`src/sya_pkg.sv`:
```
// Shared constants, types and register map of the sync activity and area detect block
package sya_pkg;
    // Clock and timing
    localparam int CLK_FREQ_HZ = 200_000_000;
    localparam int ACT_TIMEOUT_MS = 100;
    localparam int ACT_TIMEOUT_CYC = (CLK_FREQ_HZ / 1000) * ACT_TIMEOUT_MS;
    localparam int ACT_CNT_W = 25;

    // Monitored syncs, in vector order
    localparam int NUM_SYNC = 6;
    localparam int NUM_COMP = 3;
    localparam int COMP_W = 8;
    localparam int COORD_W = 16;

    // Register byte offsets
    localparam logic [7:0] REG_DETECT_CTRL = 8'h00;
    localparam logic [7:0] REG_SYNC_STATUS = 8'h04;
    localparam logic [7:0] REG_SYNC_INT_EN = 8'h08;
    localparam logic [7:0] REG_SYNC_INT_PEND = 8'h0C;
    localparam logic [7:0] REG_INPUT_SYNC_CTRL = 8'h10;
    localparam logic [7:0] REG_ADJUST_CTRL = 8'h14;
    localparam logic [7:0] REG_REF_POS0 = 8'h18;
    localparam logic [7:0] REG_REF_POS1 = 8'h1C;
    localparam logic [7:0] REG_REF_COLOUR0 = 8'h20;
    localparam logic [7:0] REG_REF_COLOUR1 = 8'h24;
    localparam logic [7:0] REG_EVAL0 = 8'h28;
    localparam logic [7:0] REG_EVAL1 = 8'h2C;
    localparam logic [7:0] REG_PIXEL0 = 8'h30;
    localparam logic [7:0] REG_PIXEL1 = 8'h34;

    // Writable bit masks, reserved bits read zero
    localparam logic [31:0] MASK_INT_EN = 32'h0000_003F;
    localparam logic [31:0] MASK_INPUT_SYNC = 32'h0000_0001;
    localparam logic [31:0] MASK_ADJUST = 32'h0000_007F;
    localparam logic [31:0] MASK_REF_POS = 32'h0FFF_07FF;
    localparam logic [31:0] MASK_COLOUR = 32'h00FF_FFFF;

    // Field positions
    localparam int CLEAR_INT_BIT = 0;
    localparam int LOCK_BIT = 6;
    localparam int USE_DE_BIT = 0;
    localparam int FN_LSB = 0;
    localparam int VAR_LSB = 2;
    localparam int IVL_LSB = 4;
    localparam int DONE_EN_BIT = 6;
    localparam int BUSY_BIT = 8;
    localparam int DONE_PEND_BIT = 9;
    localparam int REF_COL_LSB = 0;
    localparam int REF_ROW_LSB = 16;
    localparam int VAR_NONENH_BIT = 0;
    localparam int VAR_INIT_BIT = 1;

    // Interval codes and frame counts
    localparam logic [1:0] IVL_ONE = 2'h0;
    localparam logic [1:0] IVL_FOUR = 2'h1;
    localparam logic [1:0] IVL_EIGHT = 2'h2;
    localparam logic [4:0] FRAMES_1 = 5'h01;
    localparam logic [4:0] FRAMES_4 = 5'h04;
    localparam logic [4:0] FRAMES_8 = 5'h08;
    localparam logic [4:0] FRAMES_16 = 5'h10;

    // Initial and reset values
    localparam logic [15:0] COORD_INIT_UL = 16'hFFFF;
    localparam logic [15:0] COORD_INIT_LR = 16'h0000;
    localparam logic [7:0] COMP_MAX_INIT = 8'h00;
    localparam logic [7:0] COMP_MIN_INIT = 8'hFF;

    typedef enum logic [1:0] {
        FN_AREA = 2'b00,
        FN_MINMAX = 2'b01,
        FN_PIXEL = 2'b10,
        FN_PHASE = 2'b11
    } sya_func_t;

    typedef enum logic [1:0] {
        ST_IDLE = 2'b00,
        ST_ARMED = 2'b01,
        ST_RUN = 2'b10
    } sya_state_t;

    // Sync pins, one bit each
    typedef struct packed {
        logic sog;
        logic composite_sync_vs;
        logic analog_video_input_vs;
        logic analog_video_input_hs;
        logic dvi_vs;
        logic dvi_hs;
    } sya_sync_t;

    // Sampled pixel stream from the input interface
    typedef struct packed {
        logic valid;
        logic sof;
        logic sol;
        logic de;
        logic [23:0] rgb;
    } sya_pix_t;
endpackage

```
`src/sya_top.sv`:
```
// Sync activity monitor and auto-adjustment engine with active area detection
// Notes on behaviour
// RULE1 - Watch digital and analog hsync and vsync
// RULE2 - Always watch slicer vsync and sync-on-green
// RULE3 - Activity changes raise individually maskable interrupts
// RULE4 - Writing one to clear bit clears pendings
// RULE5 - One means active, enabled, or pending
// RULE6 - Line PLL lock flag readable beside activity
// RULE7 - Two-bit select picks one of four functions
// RULE8 - All functions share one programming field set
// RULE9 - Control write arms, start at next frame
// RULE10 - Run for interval frames, then completion interrupt
// RULE11 - Area interval: 1, 4, 8, until change
// RULE12 - Above start threshold marks upper-left corner
// RULE13 - Above end threshold moves lower-right corner
// RULE14 - Corners held until other function or reinit
// RULE15 - Resampling continues from held corners, only grows
// RULE16 - Enhanced all pixels, else reference row/column
// RULE17 - Variant codes: resample or initial, enhanced or not
// RULE18 - Initial submodes preset corners FFFF and 0000
// RULE19 - Report frame maximum and active-area minimum
// RULE20 - Reported minimum never below lowest threshold
// RULE21 - Data enable select uses digital data enable
// RULE22 - Columns 11, rows 12, colours 24, results 16
// RULE23 - Clear bit sits at offset zero
// RULE24 - Pending set on change, held until cleared
// RULE25 - Control write mid-run abandons and re-arms
module sya_top #(
    parameter int ACT_TIMEOUT = sya_pkg::ACT_TIMEOUT_CYC
) (
    // Clock and reset
    input wire logic clk_i,
    input wire logic rst_i,
    // Wishbone slave
    input wire logic wb_cyc_i,
    input wire logic wb_stb_i,
    input wire logic wb_we_i,
    input wire logic [7:0] wb_adr_i,
    input wire logic [3:0] wb_sel_i,
    input wire logic [31:0] wb_dat_i,
    output logic [31:0] wb_dat_o,
    output logic wb_ack_o,
    // Sync pins and line PLL lock, asynchronous
    input wire sya_pkg::sya_sync_t sync_pins_i,
    input wire logic line_pll_lock_i,
    // Pixel stream, same clock
    input wire sya_pkg::sya_pix_t pix_i,
    // Event outputs
    output logic sync_int_o,
    output logic adjust_done_int_o,
    output logic adjust_busy_o
);
    import sya_pkg::*;

    // Merge write data into a register through byte enables
    function automatic logic [31:0] sya_wr(input logic [31:0] old);
        logic [31:0] m;
        m = {{8{wb_sel_i[3]}}, {8{wb_sel_i[2]}}, {8{wb_sel_i[1]}}, {8{wb_sel_i[0]}}};
        return (old & ~m) | (wb_dat_i & m);
    endfunction

    // Bus strobes
    logic ack_r;
    logic bus_req;
    logic wr_en;
    logic clear_int;
    logic adjust_wr;
    assign bus_req = wb_cyc_i & wb_stb_i & ~ack_r;
    assign wr_en = bus_req & wb_we_i;
    assign clear_int = wr_en && wb_adr_i == REG_DETECT_CTRL && wb_sel_i[0] && wb_dat_i[CLEAR_INT_BIT]; // RULE4 RULE23
    assign adjust_wr = wr_en && wb_adr_i == REG_ADJUST_CTRL && wb_sel_i != 4'h0;

    // Software registers
    logic [31:0] int_en_r;
    logic [31:0] input_sync_r;
    logic [31:0] adjust_ctrl_r;
    logic [31:0] ref_pos0_r;
    logic [31:0] ref_pos1_r;
    logic [31:0] ref_colour0_r;
    logic [31:0] ref_colour1_r;

    // Configuration writes; one shared field set serves every function
    always_ff @(posedge clk_i) begin
        if (rst_i) begin
            int_en_r <= 32'h0000_0000;
            input_sync_r <= 32'h0000_0000;
            adjust_ctrl_r <= 32'h0000_0000;
            ref_pos0_r <= 32'h0000_0000;
            ref_pos1_r <= 32'h0000_0000;
            ref_colour0_r <= 32'h0000_0000;
            ref_colour1_r <= 32'h0000_0000;
        end else if (wr_en) begin
            unique case (wb_adr_i)
                REG_SYNC_INT_EN: int_en_r <= sya_wr(int_en_r) & MASK_INT_EN; // RULE3
                REG_INPUT_SYNC_CTRL: input_sync_r <= sya_wr(input_sync_r) & MASK_INPUT_SYNC;
                REG_ADJUST_CTRL: adjust_ctrl_r <= sya_wr(adjust_ctrl_r) & MASK_ADJUST; // RULE8
                REG_REF_POS0: ref_pos0_r <= sya_wr(ref_pos0_r) & MASK_REF_POS; // RULE22
                REG_REF_POS1: ref_pos1_r <= sya_wr(ref_pos1_r) & MASK_REF_POS;
                REG_REF_COLOUR0: ref_colour0_r <= sya_wr(ref_colour0_r) & MASK_COLOUR;
                REG_REF_COLOUR1: ref_colour1_r <= sya_wr(ref_colour1_r) & MASK_COLOUR;
                default: ;
            endcase
        end
    end

    // Decoded control fields
    sya_func_t func;
    logic [1:0] variant;
    logic [1:0] interval;
    logic [10:0] ref_col0;
    logic [11:0] ref_row0;
    logic use_de;
    assign func = sya_func_t'(adjust_ctrl_r[FN_LSB +: 2]); // RULE7
    assign variant = adjust_ctrl_r[VAR_LSB +: 2];
    assign interval = adjust_ctrl_r[IVL_LSB +: 2];
    assign ref_col0 = ref_pos0_r[REF_COL_LSB +: 11];
    assign ref_row0 = ref_pos0_r[REF_ROW_LSB +: 12];
    assign use_de = input_sync_r[USE_DE_BIT];

    // Pin synchronisers; stage one feeds stage two only
    logic [NUM_SYNC:0] pin_s1_r;
    logic [NUM_SYNC:0] pin_s2_r;
    logic [NUM_SYNC-1:0] sync_s3_r;
    always_ff @(posedge clk_i) begin
        if (rst_i) begin
            pin_s1_r <= '0;
            pin_s2_r <= '0;
            sync_s3_r <= '0;
        end else begin
            pin_s1_r <= {line_pll_lock_i, sync_pins_i};
            pin_s2_r <= pin_s1_r;
            sync_s3_r <= pin_s2_r[NUM_SYNC-1:0];
        end
    end

    // Activity watchdogs; active while edges come within the timeout
    logic [NUM_SYNC-1:0] active_r;
    logic [NUM_SYNC-1:0] active_prev_r;
    logic [NUM_SYNC-1:0] pend_r;
    genvar g;
    generate
        for (g = 0; g < NUM_SYNC; g++) begin : g_act
            logic [ACT_CNT_W-1:0] cnt_r;
            logic edge_seen;
            assign edge_seen = pin_s2_r[g] ^ sync_s3_r[g];
            // Per input, held at the timeout until the next edge, independent of the selected source
            always_ff @(posedge clk_i) begin
                if (rst_i) begin
                    cnt_r <= '0;
                    active_r[g] <= 1'b0;
                end else if (edge_seen) begin
                    cnt_r <= '0;
                    active_r[g] <= 1'b1; // RULE1 RULE2
                end else if (cnt_r == ACT_CNT_W'(ACT_TIMEOUT - 1)) begin
                    active_r[g] <= 1'b0;
                end else begin
                    cnt_r <= cnt_r + 1'b1;
                end
            end
        end
    endgenerate

    // Pending flags; a change in the clear cycle still sets the flag
    always_ff @(posedge clk_i) begin
        if (rst_i) begin
            active_prev_r <= '0;
            pend_r <= '0;
        end else begin
            active_prev_r <= active_r;
            pend_r <= ((clear_int ? '0 : pend_r) | ((active_r ^ active_prev_r) & int_en_r[NUM_SYNC-1:0])); // RULE24 RULE3
        end
    end

    // Pixel coordinates of the current sample
    logic [COORD_W-1:0] col_r;
    logic [COORD_W-1:0] row_r;
    logic [COORD_W-1:0] cur_col;
    logic [COORD_W-1:0] cur_row;
    always_comb begin
        cur_col = (pix_i.sof | pix_i.sol) ? '0 : col_r + 1'b1;
        cur_row = pix_i.sof ? '0 : (pix_i.sol ? row_r + 1'b1 : row_r);
    end
    always_ff @(posedge clk_i) begin
        if (rst_i) begin
            col_r <= '0;
            row_r <= '0;
        end else if (pix_i.valid) begin
            col_r <= cur_col;
            row_r <= cur_row;
        end
    end

    // Adjustment sequencer
    sya_state_t state_r;
    logic [4:0] frames_left_r;
    logic changed_r;
    logic done_pend_r;
    logic frame_start;
    logic start;
    logic finish;
    logic init_vals;
    logic until_change;
    logic [4:0] frames_req;
    assign frame_start = pix_i.valid & pix_i.sof;
    assign start = state_r == ST_ARMED && frame_start && !adjust_wr; // RULE9
    assign until_change = func == FN_AREA && interval == 2'h3;
    assign finish = state_r == ST_RUN && frame_start && !adjust_wr &&
                    (until_change ? changed_r : frames_left_r == FRAMES_1); // RULE10 RULE11
    assign init_vals = start && (func != FN_AREA || variant[VAR_INIT_BIT]); // RULE14 RULE17
    always_comb begin
        unique case (interval)
            IVL_ONE: frames_req = FRAMES_1;
            IVL_FOUR: frames_req = FRAMES_4;
            IVL_EIGHT: frames_req = FRAMES_8;
            default: frames_req = FRAMES_16; // Unused count in until-change mode
        endcase
    end

    // State and frame counting; a write always re-arms
    always_ff @(posedge clk_i) begin
        if (rst_i) begin
            state_r <= ST_IDLE;
            frames_left_r <= '0;
        end else if (adjust_wr) begin
            state_r <= ST_ARMED; // RULE9 RULE25
        end else begin
            unique case (state_r)
                ST_IDLE: ;
                ST_ARMED: begin
                    if (start) begin
                        state_r <= ST_RUN;
                        frames_left_r <= frames_req;
                    end
                end
                ST_RUN: begin
                    if (finish) begin
                        state_r <= ST_IDLE;
                    end else if (frame_start) begin
                        frames_left_r <= frames_left_r - 1'b1;
                    end
                end
                default: state_r <= ST_IDLE;
            endcase
        end
    end

    // Completion flag; setting beats a simultaneous clear
    always_ff @(posedge clk_i) begin
        if (rst_i) begin
            done_pend_r <= 1'b0;
        end else if (finish && adjust_ctrl_r[DONE_EN_BIT]) begin
            done_pend_r <= 1'b1; // RULE10
        end else if (clear_int) begin
            done_pend_r <= 1'b0; // RULE23
        end
    end

    // Area results and colour extremes
    logic [COORD_W-1:0] ul_col_r;
    logic [COORD_W-1:0] ul_row_r;
    logic [COORD_W-1:0] lr_col_r;
    logic [COORD_W-1:0] lr_row_r;
    logic [23:0] max_rgb_r;
    logic [23:0] min_rgb_r;
    logic [COORD_W-1:0] ul_col_b;
    logic [COORD_W-1:0] ul_row_b;
    logic [COORD_W-1:0] lr_col_b;
    logic [COORD_W-1:0] lr_row_b;
    logic [23:0] max_b;
    logic [23:0] min_b;
    logic eval_en;
    logic in_win;
    logic hit_ul;
    logic hit_lr;
    logic above0;
    logic above1;
    logic [NUM_COMP-1:0][COMP_W-1:0] px, th0, th1;
    logic [23:0] max_n;
    logic [23:0] min_n;
    logic [COORD_W-1:0] ul_col_nxt;
    logic [COORD_W-1:0] ul_row_nxt;
    logic [COORD_W-1:0] lr_col_nxt;
    logic [COORD_W-1:0] lr_row_nxt;

    // One pixel against thresholds and running results
    always_comb begin
        ul_col_b = init_vals ? COORD_INIT_UL : ul_col_r; // RULE18
        ul_row_b = init_vals ? COORD_INIT_UL : ul_row_r;
        lr_col_b = init_vals ? COORD_INIT_LR : lr_col_r;
        lr_row_b = init_vals ? COORD_INIT_LR : lr_row_r; // RULE15
        max_b = start ? {NUM_COMP{COMP_MAX_INIT}} : max_rgb_r;
        min_b = start ? {NUM_COMP{COMP_MIN_INIT}} : min_rgb_r;
        eval_en = pix_i.valid && func == FN_AREA && (start || (state_r == ST_RUN && !finish)) && !adjust_wr;
        in_win = !variant[VAR_NONENH_BIT] ||
                 cur_row == COORD_W'(ref_row0) || cur_col == COORD_W'(ref_col0); // RULE16
        {px, th0, th1} = {pix_i.rgb, 24'(ref_colour0_r), 24'(ref_colour1_r)};
        above0 = 1'b0;
        above1 = 1'b0;
        for (int c = 0; c < NUM_COMP; c++) begin
            if (px[c] > th0[c]) begin
                above0 = 1'b1; // RULE12
            end
            if (px[c] > th1[c]) begin
                above1 = 1'b1; // RULE13
            end
        end
        hit_ul = in_win && (use_de ? pix_i.de : above0); // RULE21
        hit_lr = in_win && (use_de ? pix_i.de : above1);
        max_n = max_b;
        min_n = min_b;
        for (int c = 0; c < NUM_COMP; c++) begin
            if (px[c] > max_b[c*COMP_W +: COMP_W]) begin
                max_n[c*COMP_W +: COMP_W] = px[c]; // RULE19
            end
            if (hit_ul && px[c] < min_b[c*COMP_W +: COMP_W]) begin
                min_n[c*COMP_W +: COMP_W] = px[c];
            end
        end
        // Corners only widen, so resampling never shrinks the area
        ul_col_nxt = (hit_ul && cur_col < ul_col_b) ? cur_col : ul_col_b; // RULE12 RULE15
        ul_row_nxt = (hit_ul && cur_row < ul_row_b) ? cur_row : ul_row_b;
        lr_col_nxt = (hit_lr && cur_col > lr_col_b) ? cur_col : lr_col_b; // RULE13
        lr_row_nxt = (hit_lr && cur_row > lr_row_b) ? cur_row : lr_row_b;
    end

    // Result registers; other functions start from clean values
    always_ff @(posedge clk_i) begin
        if (rst_i) begin
            ul_col_r <= COORD_INIT_UL;
            ul_row_r <= COORD_INIT_UL;
            lr_col_r <= COORD_INIT_LR;
            lr_row_r <= COORD_INIT_LR;
            max_rgb_r <= {NUM_COMP{COMP_MAX_INIT}};
            min_rgb_r <= {NUM_COMP{COMP_MIN_INIT}};
        end else if (eval_en) begin
            ul_col_r <= ul_col_nxt;
            ul_row_r <= ul_row_nxt;
            lr_col_r <= lr_col_nxt;
            lr_row_r <= lr_row_nxt;
            max_rgb_r <= max_n;
            min_rgb_r <= min_n;
        end else if (start) begin
            ul_col_r <= ul_col_b; // RULE14
            ul_row_r <= ul_row_b;
            lr_col_r <= lr_col_b;
            lr_row_r <= lr_row_b;
            max_rgb_r <= max_b;
            min_rgb_r <= min_b;
        end
    end

    // Change tracking for the until-change interval
    always_ff @(posedge clk_i) begin
        if (rst_i) begin
            changed_r <= 1'b0;
        end else if (start) begin
            changed_r <= 1'b0;
        end else if (eval_en && {ul_col_nxt, ul_row_nxt, lr_col_nxt, lr_row_nxt} !=
                     {ul_col_r, ul_row_r, lr_col_r, lr_row_r}) begin
            changed_r <= 1'b1; // RULE11
        end
    end

    // Minimum clamped to the lower threshold per component
    logic [NUM_COMP-1:0][COMP_W-1:0] min_rep;
    always_comb begin
        min_rep = min_rgb_r;
        for (int c = 0; c < NUM_COMP; c++) begin
            if (min_rep[c] < th0[c] && min_rep[c] < th1[c]) begin
                min_rep[c] = (th0[c] < th1[c]) ? th0[c] : th1[c]; // RULE20
            end
        end
    end

    // Read mux; unmapped offsets read zero
    logic [31:0] rd_data;
    always_comb begin
        rd_data = 32'h0000_0000;
        unique case (wb_adr_i)
            REG_SYNC_STATUS: rd_data = 32'({pin_s2_r[NUM_SYNC], active_r}); // RULE5 RULE6
            REG_SYNC_INT_EN: rd_data = int_en_r;
            REG_SYNC_INT_PEND: rd_data = 32'(pend_r); // RULE5
            REG_INPUT_SYNC_CTRL: rd_data = input_sync_r;
            REG_ADJUST_CTRL: rd_data = adjust_ctrl_r | (32'(state_r != ST_IDLE) << BUSY_BIT) |
                                       (32'(done_pend_r) << DONE_PEND_BIT);
            REG_REF_POS0: rd_data = ref_pos0_r;
            REG_REF_POS1: rd_data = ref_pos1_r;
            REG_REF_COLOUR0: rd_data = ref_colour0_r;
            REG_REF_COLOUR1: rd_data = ref_colour1_r;
            REG_EVAL0: rd_data = {ul_row_r, ul_col_r}; // RULE22
            REG_EVAL1: rd_data = {lr_row_r, lr_col_r};
            REG_PIXEL0: rd_data = 32'(max_rgb_r); // RULE19
            REG_PIXEL1: rd_data = 32'(min_rep);
            default: rd_data = 32'h0000_0000;
        endcase
    end

    // Bus answer one cycle after the request, dropped the cycle after
    always_ff @(posedge clk_i) begin
        if (rst_i) begin
            ack_r <= 1'b0;
            wb_dat_o <= 32'h0000_0000;
        end else begin
            ack_r <= bus_req;
            wb_dat_o <= (bus_req && !wb_we_i) ? rd_data : 32'h0000_0000;
        end
    end
    assign wb_ack_o = ack_r;

    // Registered event outputs, one cycle behind their flags
    always_ff @(posedge clk_i) begin
        if (rst_i) begin
            sync_int_o <= 1'b0;
            adjust_done_int_o <= 1'b0;
            adjust_busy_o <= 1'b0;
        end else begin
            sync_int_o <= |pend_r; // RULE3
            adjust_done_int_o <= done_pend_r;
            adjust_busy_o <= state_r != ST_IDLE;
        end
    end
endmodule

```
`config.mk`:
```
export PLATFORM = sky130hd
export DESIGN_NAME = sya_top
export DESIGN_NICKNAME = d
export VERILOG_FILES = /design/src/sya_pkg.sv /design/src/sya_top.sv
export SDC_FILE = /design/constraint.sdc
export NUM_CORES = 1
export LEC_CHECK = 0
export BUFFER_PORTS_ARGS = -buffer_cell sky130_fd_sc_hd__buf_4
export CAP_MARGIN = 20
export CORE_ASPECT_RATIO = 0.5
export CORE_MARGIN = 10
export CORE_UTILIZATION = 32
export CTS_BUF_LIST = sky130_fd_sc_hd__clkbuf_16
export CTS_CLUSTER_SIZE = 28
export DETAILED_ROUTE_END_ITERATION = 12
export PLACE_DENSITY = 0.54
export SLEW_MARGIN = 20
export SYNTH_ARGS = -nofsm -noshare
export SYNTH_HDL_FRONTEND = slang
export SYNTH_SLANG_ARGS = --single-unit
```
`constraint.sdc`:
```
create_clock -name clk_i -period 14.8 [get_ports clk_i]
set_input_delay 2.22 -clock clk_i [delete_from_list [all_inputs] [get_ports clk_i]]
set_output_delay 2.22 -clock clk_i [all_outputs]
set_load 0.005 [all_outputs]
```
After elaboration in Yosys (flattened, before gate mapping)
Index checks and enable logic that the tools add are counted.
Widths: inputs -> output; s select.

word-level totals
  register bits = 485
  bits in latches = 0
  RAM bits = 0
  bits in read-only memories = 0
  input port bits = 84
  output and inout port bits = 36
  word-level logic and storage cells = 293
  memories kept = 0

cells by class
  add/subtract/negate cells = 9
  multiply operators = 0
  divide/modulo/power cells = 0
  magnitude comparators = 25
  eq/ne operators = 35
  shifts and indexed selects = 0
  muxes and demuxes = 71
  bitwise logic cells = 36
  reductions and logical operators = 75

operators by type and width
  cell                   number
  $pmux 32 s13           1
  $mux 16                19
  $add 25x1->25 const B  6
  $eq 25x25->1 const B   6
  $mux 24                6
  $lt 8x8->1             12
  $mux 8                 12
  $and 28x28->28         3
  $gt 8x8->1             9
  $ne 64x64->1           1
  $or 28x28->28          2
  $and 24x24->24         2
  $eq 8x6->1 const B     6
  $or 24x24->24          2
  $add 16x1->16 const B  2
  $eq 8x5->1 const B     4
  $gt 16x16->1           2
  $lt 16x16->1           2
  $logic_and 1x1->1      31
  $not 28->28            1
  $mux 1                 24
  $reduce_bool 2->1      11
  $reduce_or 2->1        9
  $eq 16x11->1           1
  other kinds (35)       77

Longest topological paths before layout
  depth after elaboration = 14
  mapped depth = 22

Worst setup path before layout
Ideal clock, no wire load.

  kind = input to register
  from = in wb_adr_i[1]
  to = reg changed_r
  library setup time = 0.115 ns
  data arrival time = 6.681 ns
  required time = 14.685 ns
  setup slack = 8.004 ns
  stages on the path = 19
  path buffers = 4
  cell sequence = or4b_2 nand4b_1 o311ai_1 clkbuf_1 buf_1 clkbuf_1 nand2_1 ha_1 a211oi_1 nand2_1 a2111oi_0 o221ai_1 and3_1 a21boi_4 buf_6 mux2i_1 a211oi_1 nand4_1 o21a_1

on the way
  longest elaborated chain between the ends = 12
  elaborated cells between the ends (all ways) = 32
  those cells by class = order compare: 4; eq/ne: 2; mux: 8; reduce/logical: 18

RTL lines
  item                                                      RTL line                                        text
  start: declaration                                        sya_top.sv:38                                   input wire logic [7:0] wb_adr_i,
  $eq 8x5->1 (*)                                            sya_top.sv:71                                   assign adjust_wr = wr_en && wb_adr_i == REG_ADJUST_CTRL && wb_sel_i != 4'h0;
  $logic_and 1x1->1 (*) (2 in a row)                        sya_top.sv:71
  $logic_not 1->1 (*)                                       sya_top.sv:205, sya_top.sv:207, sya_top.sv:293
  $logic_and 1x1->1, on equally long branches               sya_top.sv:205, sya_top.sv:207
  $logic_and 1x1->1, on equally long branches               sya_top.sv:209, sya_top.sv:207
  $mux 16 (tied with other cells)                           sya_top.sv:290                                  lr_row_b = init_vals ? COORD_INIT_LR : lr_row_r;
  $gt 16x16->1 (tied with other cells)                      sya_top.sv:323                                  lr_row_nxt = (hit_lr && cur_row > lr_row_b) ? cur_row : lr_row_b;
  $logic_and 1x1->1 (tied with other cells)                 sya_top.sv:323
  $mux 16 (tied with other cells)                           sya_top.sv:323
  $ne 64x64->1 / $logic_and 1x1->1 (equally long branches)  sya_top.sv:358, sya_top.sv:293
  $logic_and 1x1->1                                         sya_top.sv:358                                  end else if (eval_en && {ul_col_nxt, ul_row_nxt, lr_col_nxt, lr_row_nxt} !=
  end signal: assignment                                    sya_top.sv:355                                  changed_r <= 1'b0;
  end signal: assignment                                    sya_top.sv:357                                  changed_r <= 1'b0;
  end signal: assignment                                    sya_top.sv:360                                  changed_r <= 1'b1;
  end: declaration                                          sya_top.sv:196                                  logic changed_r;

Mark *: on every way between the ends. The rest lies on a longest branch, timed or not.
A chain may end at the register's enable or synchronous reset.

Final worst setup path
  from = in wb_adr_i[1]
  to = reg lr_row_r[6]

on the way
  longest elaborated chain between the ends = 12
  elaborated cells between the ends (all ways) = 20
  those cells by class = order compare: 1; eq/ne: 1; mux: 4; reduce/logical: 14

RTL lines
  item                                                                  RTL line                                        text
  $eq 8x5->1 (*)                                                        sya_top.sv:71
  $logic_and 1x1->1 (*) (2 in a row)                                    sya_top.sv:71
  $logic_not 1->1 (*)                                                   sya_top.sv:205, sya_top.sv:207, sya_top.sv:293
  parallel branches: the longest is 8 deep, another holds $gt 16x16->1  n/a
  end signal: assignment                                                sya_top.sv:339                                  lr_row_r <= lr_row_nxt;
  end signal: assignment                                                sya_top.sv:346                                  lr_row_r <= lr_row_b;
  end: declaration                                                      sya_top.sv:262                                  logic [COORD_W-1:0] lr_row_r;

Mark *: on every way between the ends. The select of a mux whose other input is x is not followed.

==> summary.md <==
| Metric | Value |
|---|---|
| Initial Util | `0.324` |
| Resized Gates After CTS | `0` |
| Leak | `between 10 and 15 nW` |
| Chip width | `between 400 and 500 um` |
| Crit. End Element | `register` |
| Syn nets | `about 3.7k` |
| Largest net degree at the start of global routing | `approximately 170` |
| Max Clock Skew | `between 30 and 40 ps` |
| Row Count | `76` |
| Post-synthesis adder-cell area fraction | `0.103` |
| Worst-path cell chain | `buf_4 > or4b_2 > nand4b_1 > o311ai_4 > buf_4 > nand2_1 > ha_1 > nor2b_1 > o211ai_1 > a2111oi_0 > nor3_1 > o21ai_0 > and3_1 > a21boi_2 > o22ai_1 > a22oi_1 > nor2_1` |
| CP startpoint kind | `primary input` |
| CTS sink count | `about 490` |
| Final Wtd Congestion | `0.889` |
| Vias/cell | `approximately 5.3` |
| Crit path arrival time | `approximately 7600 ps` |
| Yosys Warn Count | `0` |
| Max Fclk | `~140 MHz` |
| Seq pwr share | `0.495` |
| CTS tree | `done` |
| Cells after synthesis | `3404` |
| Clock latency on the worst-skew pair | `around 640 ps` |
| Sw frac | `0.252` |
| Xor/xnor share of the synthesized area | `0.0623` |
| Post-synthesis mux area share | `0.0530` |
| Worst setup margin | `7660 ps` |
| Top_reg_cell synth | `dfxtp_1` |
| RSZ-0062 raised after global routing | `no` |
| Post-synth EDFFs | `0` |
| WP data required | `15290 ps` |
| DP Area | `between 20000 and 30000 um^2` |
| Seq/Total Area, Yosys | `0.347` |
| Crit path from | `wb_adr_i[1]` |
| Wire length per cell | `around 19 um` |
| Core Region | `around 86000 um^2` |
| Inserted Diodes | `0` |
| CTS buffer count | `50` |
| Period minus WS final | `between 7000 and 8000 ps` |
| Post-synthesis compound-gate area fraction | `0.155` |
| Unique masters post-synth | `85` |
| Syn_area_per_cell | `between 8 and 9 um^2` |
| CP max stage delay | `between 700 and 800 ps` |
| Relative slew slack | `0.298` |
| Worst-case clock buffer depth | `3` |
| Iter 0 DRT Violations | `~1.7k` |
| WS Path Type | `primary input to register` |
| Die area | `approximately 100000 um^2` |
| DRT antenna net count | `0` |
| Hold Crit Start | `pin_s1_r[0]$_SDFF_PP0_` |
| Initial antenna violation count | `0` |
| Setup TNS | `0 ps` |
| Vias in the first global route | `approximately 24k` |
| Power Total | `roughly 2.7 mW` |
| Comb power frac | `0.052` |
| Pre-CTS WS | `slightly above 7000 ps` |
| Hold_buf cts | `0` |
| Clock power share | `0.453` |
| Routed WL | `between 80000 and 90000 um` |
| Final #Nets | `~3.7k` |
| Pre-antenna DRT Iters | `9` |
| Clk root buf | `clkbuf_16` |
| Worst-margin pin slew | `around 1100 ps` |
| Post-layout util | `0.364` |
| Ports | `120` |
| Synthesized area | `between 20000 and 30000 um^2` |
| Worst vdd ir | `about 0.08 mV` |
| Total gr overflow | `0` |
| Worst r2r src | `wb_ack_o$_SDFF_PP0_` |
| Placed instance count | `between 4k and 5k` |
| Total global-route track usage | `0.164` |
| CP max-delay cell | `or4b_2` |
| Area Overhead vs Synth | `12.4%` |
| Net Sw Power | `between 0.6 and 0.7 mW` |
| HPWL Detailed | `62200 um` |
| Final period util | `0.483` |
| Int Power | `~2.0 mW` |
| Share of cells above drive strength 1 | `0.0801` |
| Max FO, Critical Path | `52` |
| DR DRC count | `0` |
| # port buffers | `~120` |
| Status | `finished, final reports clean` |
| Pwr/cell area | `84.9 nW/um^2` |
| Worst hold slack | `between 400 and 500 ps` |
| Asr flop ratio synth | `0` |
| Crit-path most repeated cell | `buf_4` |
| Hold crit path type | `register to register` |
| Synth Register Bits | `slightly below 500` |
| Largest delay share family, worst path | `compound AO/OA/AOI/OAI gates` |
| Buf/Inv on CP | `2` |
| Vias | `between 20k and 25k` |
| CTS clk-pin slew, worst paths | `around 60 ps` |
| Total of max-cap violations | `0` |
| Setup fix buffers added after clock tree synthesis | `0` |
| Max Slew Vio Count | `0` |
| Final setup fails | `0` |
| Largest family of logic cells by synthesized area | `simple AND/OR/NAND/NOR gates` |
| Final instance area | `about 31000 um^2` |
| Die Height | `~230 um` |
| First-pass GRT wire length | `around 140000 um` |
| CTS H-tree depth | `2` |
| Simple-gate share of the synthesized area | `0.241` |
| Non-Filler Instances | `between 4k and 5k` |
| Final Hold Vio Count | `0` |
==> final timing paths <==
path | to | slack, ps | cells past startpoint
worst max register to register | lr_row_r[6]$_SDFFE_PP0P_ | 9230 | 16
worst min register to register | pin_s2_r[0]$_SDFF_PP0_ | 430 | 1
worst max-delay path | lr_row_r[6]$_SDFFE_PP0P_ | 7660 | 17
worst min-delay path | pin_s2_r[0]$_SDFF_PP0_ | 430 | 1
==> metal layers <==
layer | track usage | up-vias | share of wire
li1 | - | 12228 | -
met2 | 0.276 | 567 | 0.47
met1 | 0.213 | 11751 | 0.45
met4 | 0.0626 | 0 | 0.037
met3 | 0.0210 | 127 | 0.045
met5 | 0 | - | 0
==> layout make-up <==
cell class | count | area [um^2]
clock inverter | 40 | 269
sequential | 485 | 9710
multi-input combinational | 2645 | 17300
tap | 1170 | 1460
timing repair buffer | 146 | 1120
inverter | 104 | 390
clock buffer | 50 | 1250
fill | 9004 | 54900
==> cell families after synthesis <==
family	count (synthesis)
simple gates	1405
compound gates	664
flops	485
buf+inv	274
fa+ha+maj	231
xor+xnor	199
mux	146
==> synthesized netlist by cell type (6+ instances only) <==
cell type  count  area share
and2_1        21      0.0047
a22oi_1       45       0.012
xnor2_1       81       0.025
o2111ai_1      8      0.0025
mux2i_1      131       0.047
nor4_1        31      0.0069
nor4bb_1       6      0.0021
or4_1          9      0.0024
and3_1        43      0.0096
nand3_1      210       0.038
a21oi_1      241       0.043
o22ai_1       57       0.013
buf_4          6      0.0016
o21ai_0       78       0.014
o21a_1        15      0.0040
mux2_2        14      0.0056
buf_2         12      0.0021
nand4_1       75       0.017
a31oi_1       13      0.0029
and4_1        14      0.0044
a211oi_1      19      0.0051
dfxtp_1      485        0.35
nor2b_1       61       0.014
nand2b_1      30      0.0067
nor3b_1        6      0.0016
buf_1         20      0.0027
inv_1        104       0.014
nor3_1        59       0.011
nand2_1      365       0.049
o211ai_1      11      0.0030
a221oi_1      19      0.0059
nor2_1       397       0.053
a21o_1        70       0.019
xor2_1       118       0.037
clkbuf_1     130       0.017
ha_1         231        0.10
a222oi_1      38       0.014
a2111oi_0      7      0.0022
or2_2         18      0.0040
or3_1         26      0.0058
a41o_1         6      0.0021
==> placed cells by master, fill, tap and decap left out, types with 57 or more instances in the layout <==
master / n
xor2_1: 118
dfxtp_1: 485
buf_4: 144
inv_1: 121
mux2i_1: 131
a21oi_1: 240
nand4_1: 75
nand2_1: 365
ha_1: 231
nor2_1: 392
xnor2_1: 81
nor2b_1: 60
o22ai_1: 57
nor3_1: 59
a21o_1: 70
nand3_1: 209
o21ai_0: 78
==> worst reg2reg max path: cells and delay by family (launching register included) <==
family	cells	cell delay, ps
AOI/OAI and AO/OA	7	2270
adders and majority gates	1	320
buffers and inverters	1	520
DFF	1	320
and+or+nand+nor	7	2000
==> power by group through the flow <==
stage | Sequential [mW] | Clock [mW] | Combinational [mW]
floorplan | 1.35 | 0 | 0.0827
global route | 1.32 | 1.30 | 0.153
CTS | 1.32 | 1.25 | 0.139
detailed placement | 1.35 | 0 | 0.138
global placement | 1.35 | 0 | 0.136
finish | 1.32 | 1.21 | 0.138
No activity file was read; power rests on OpenSTA's default activity.
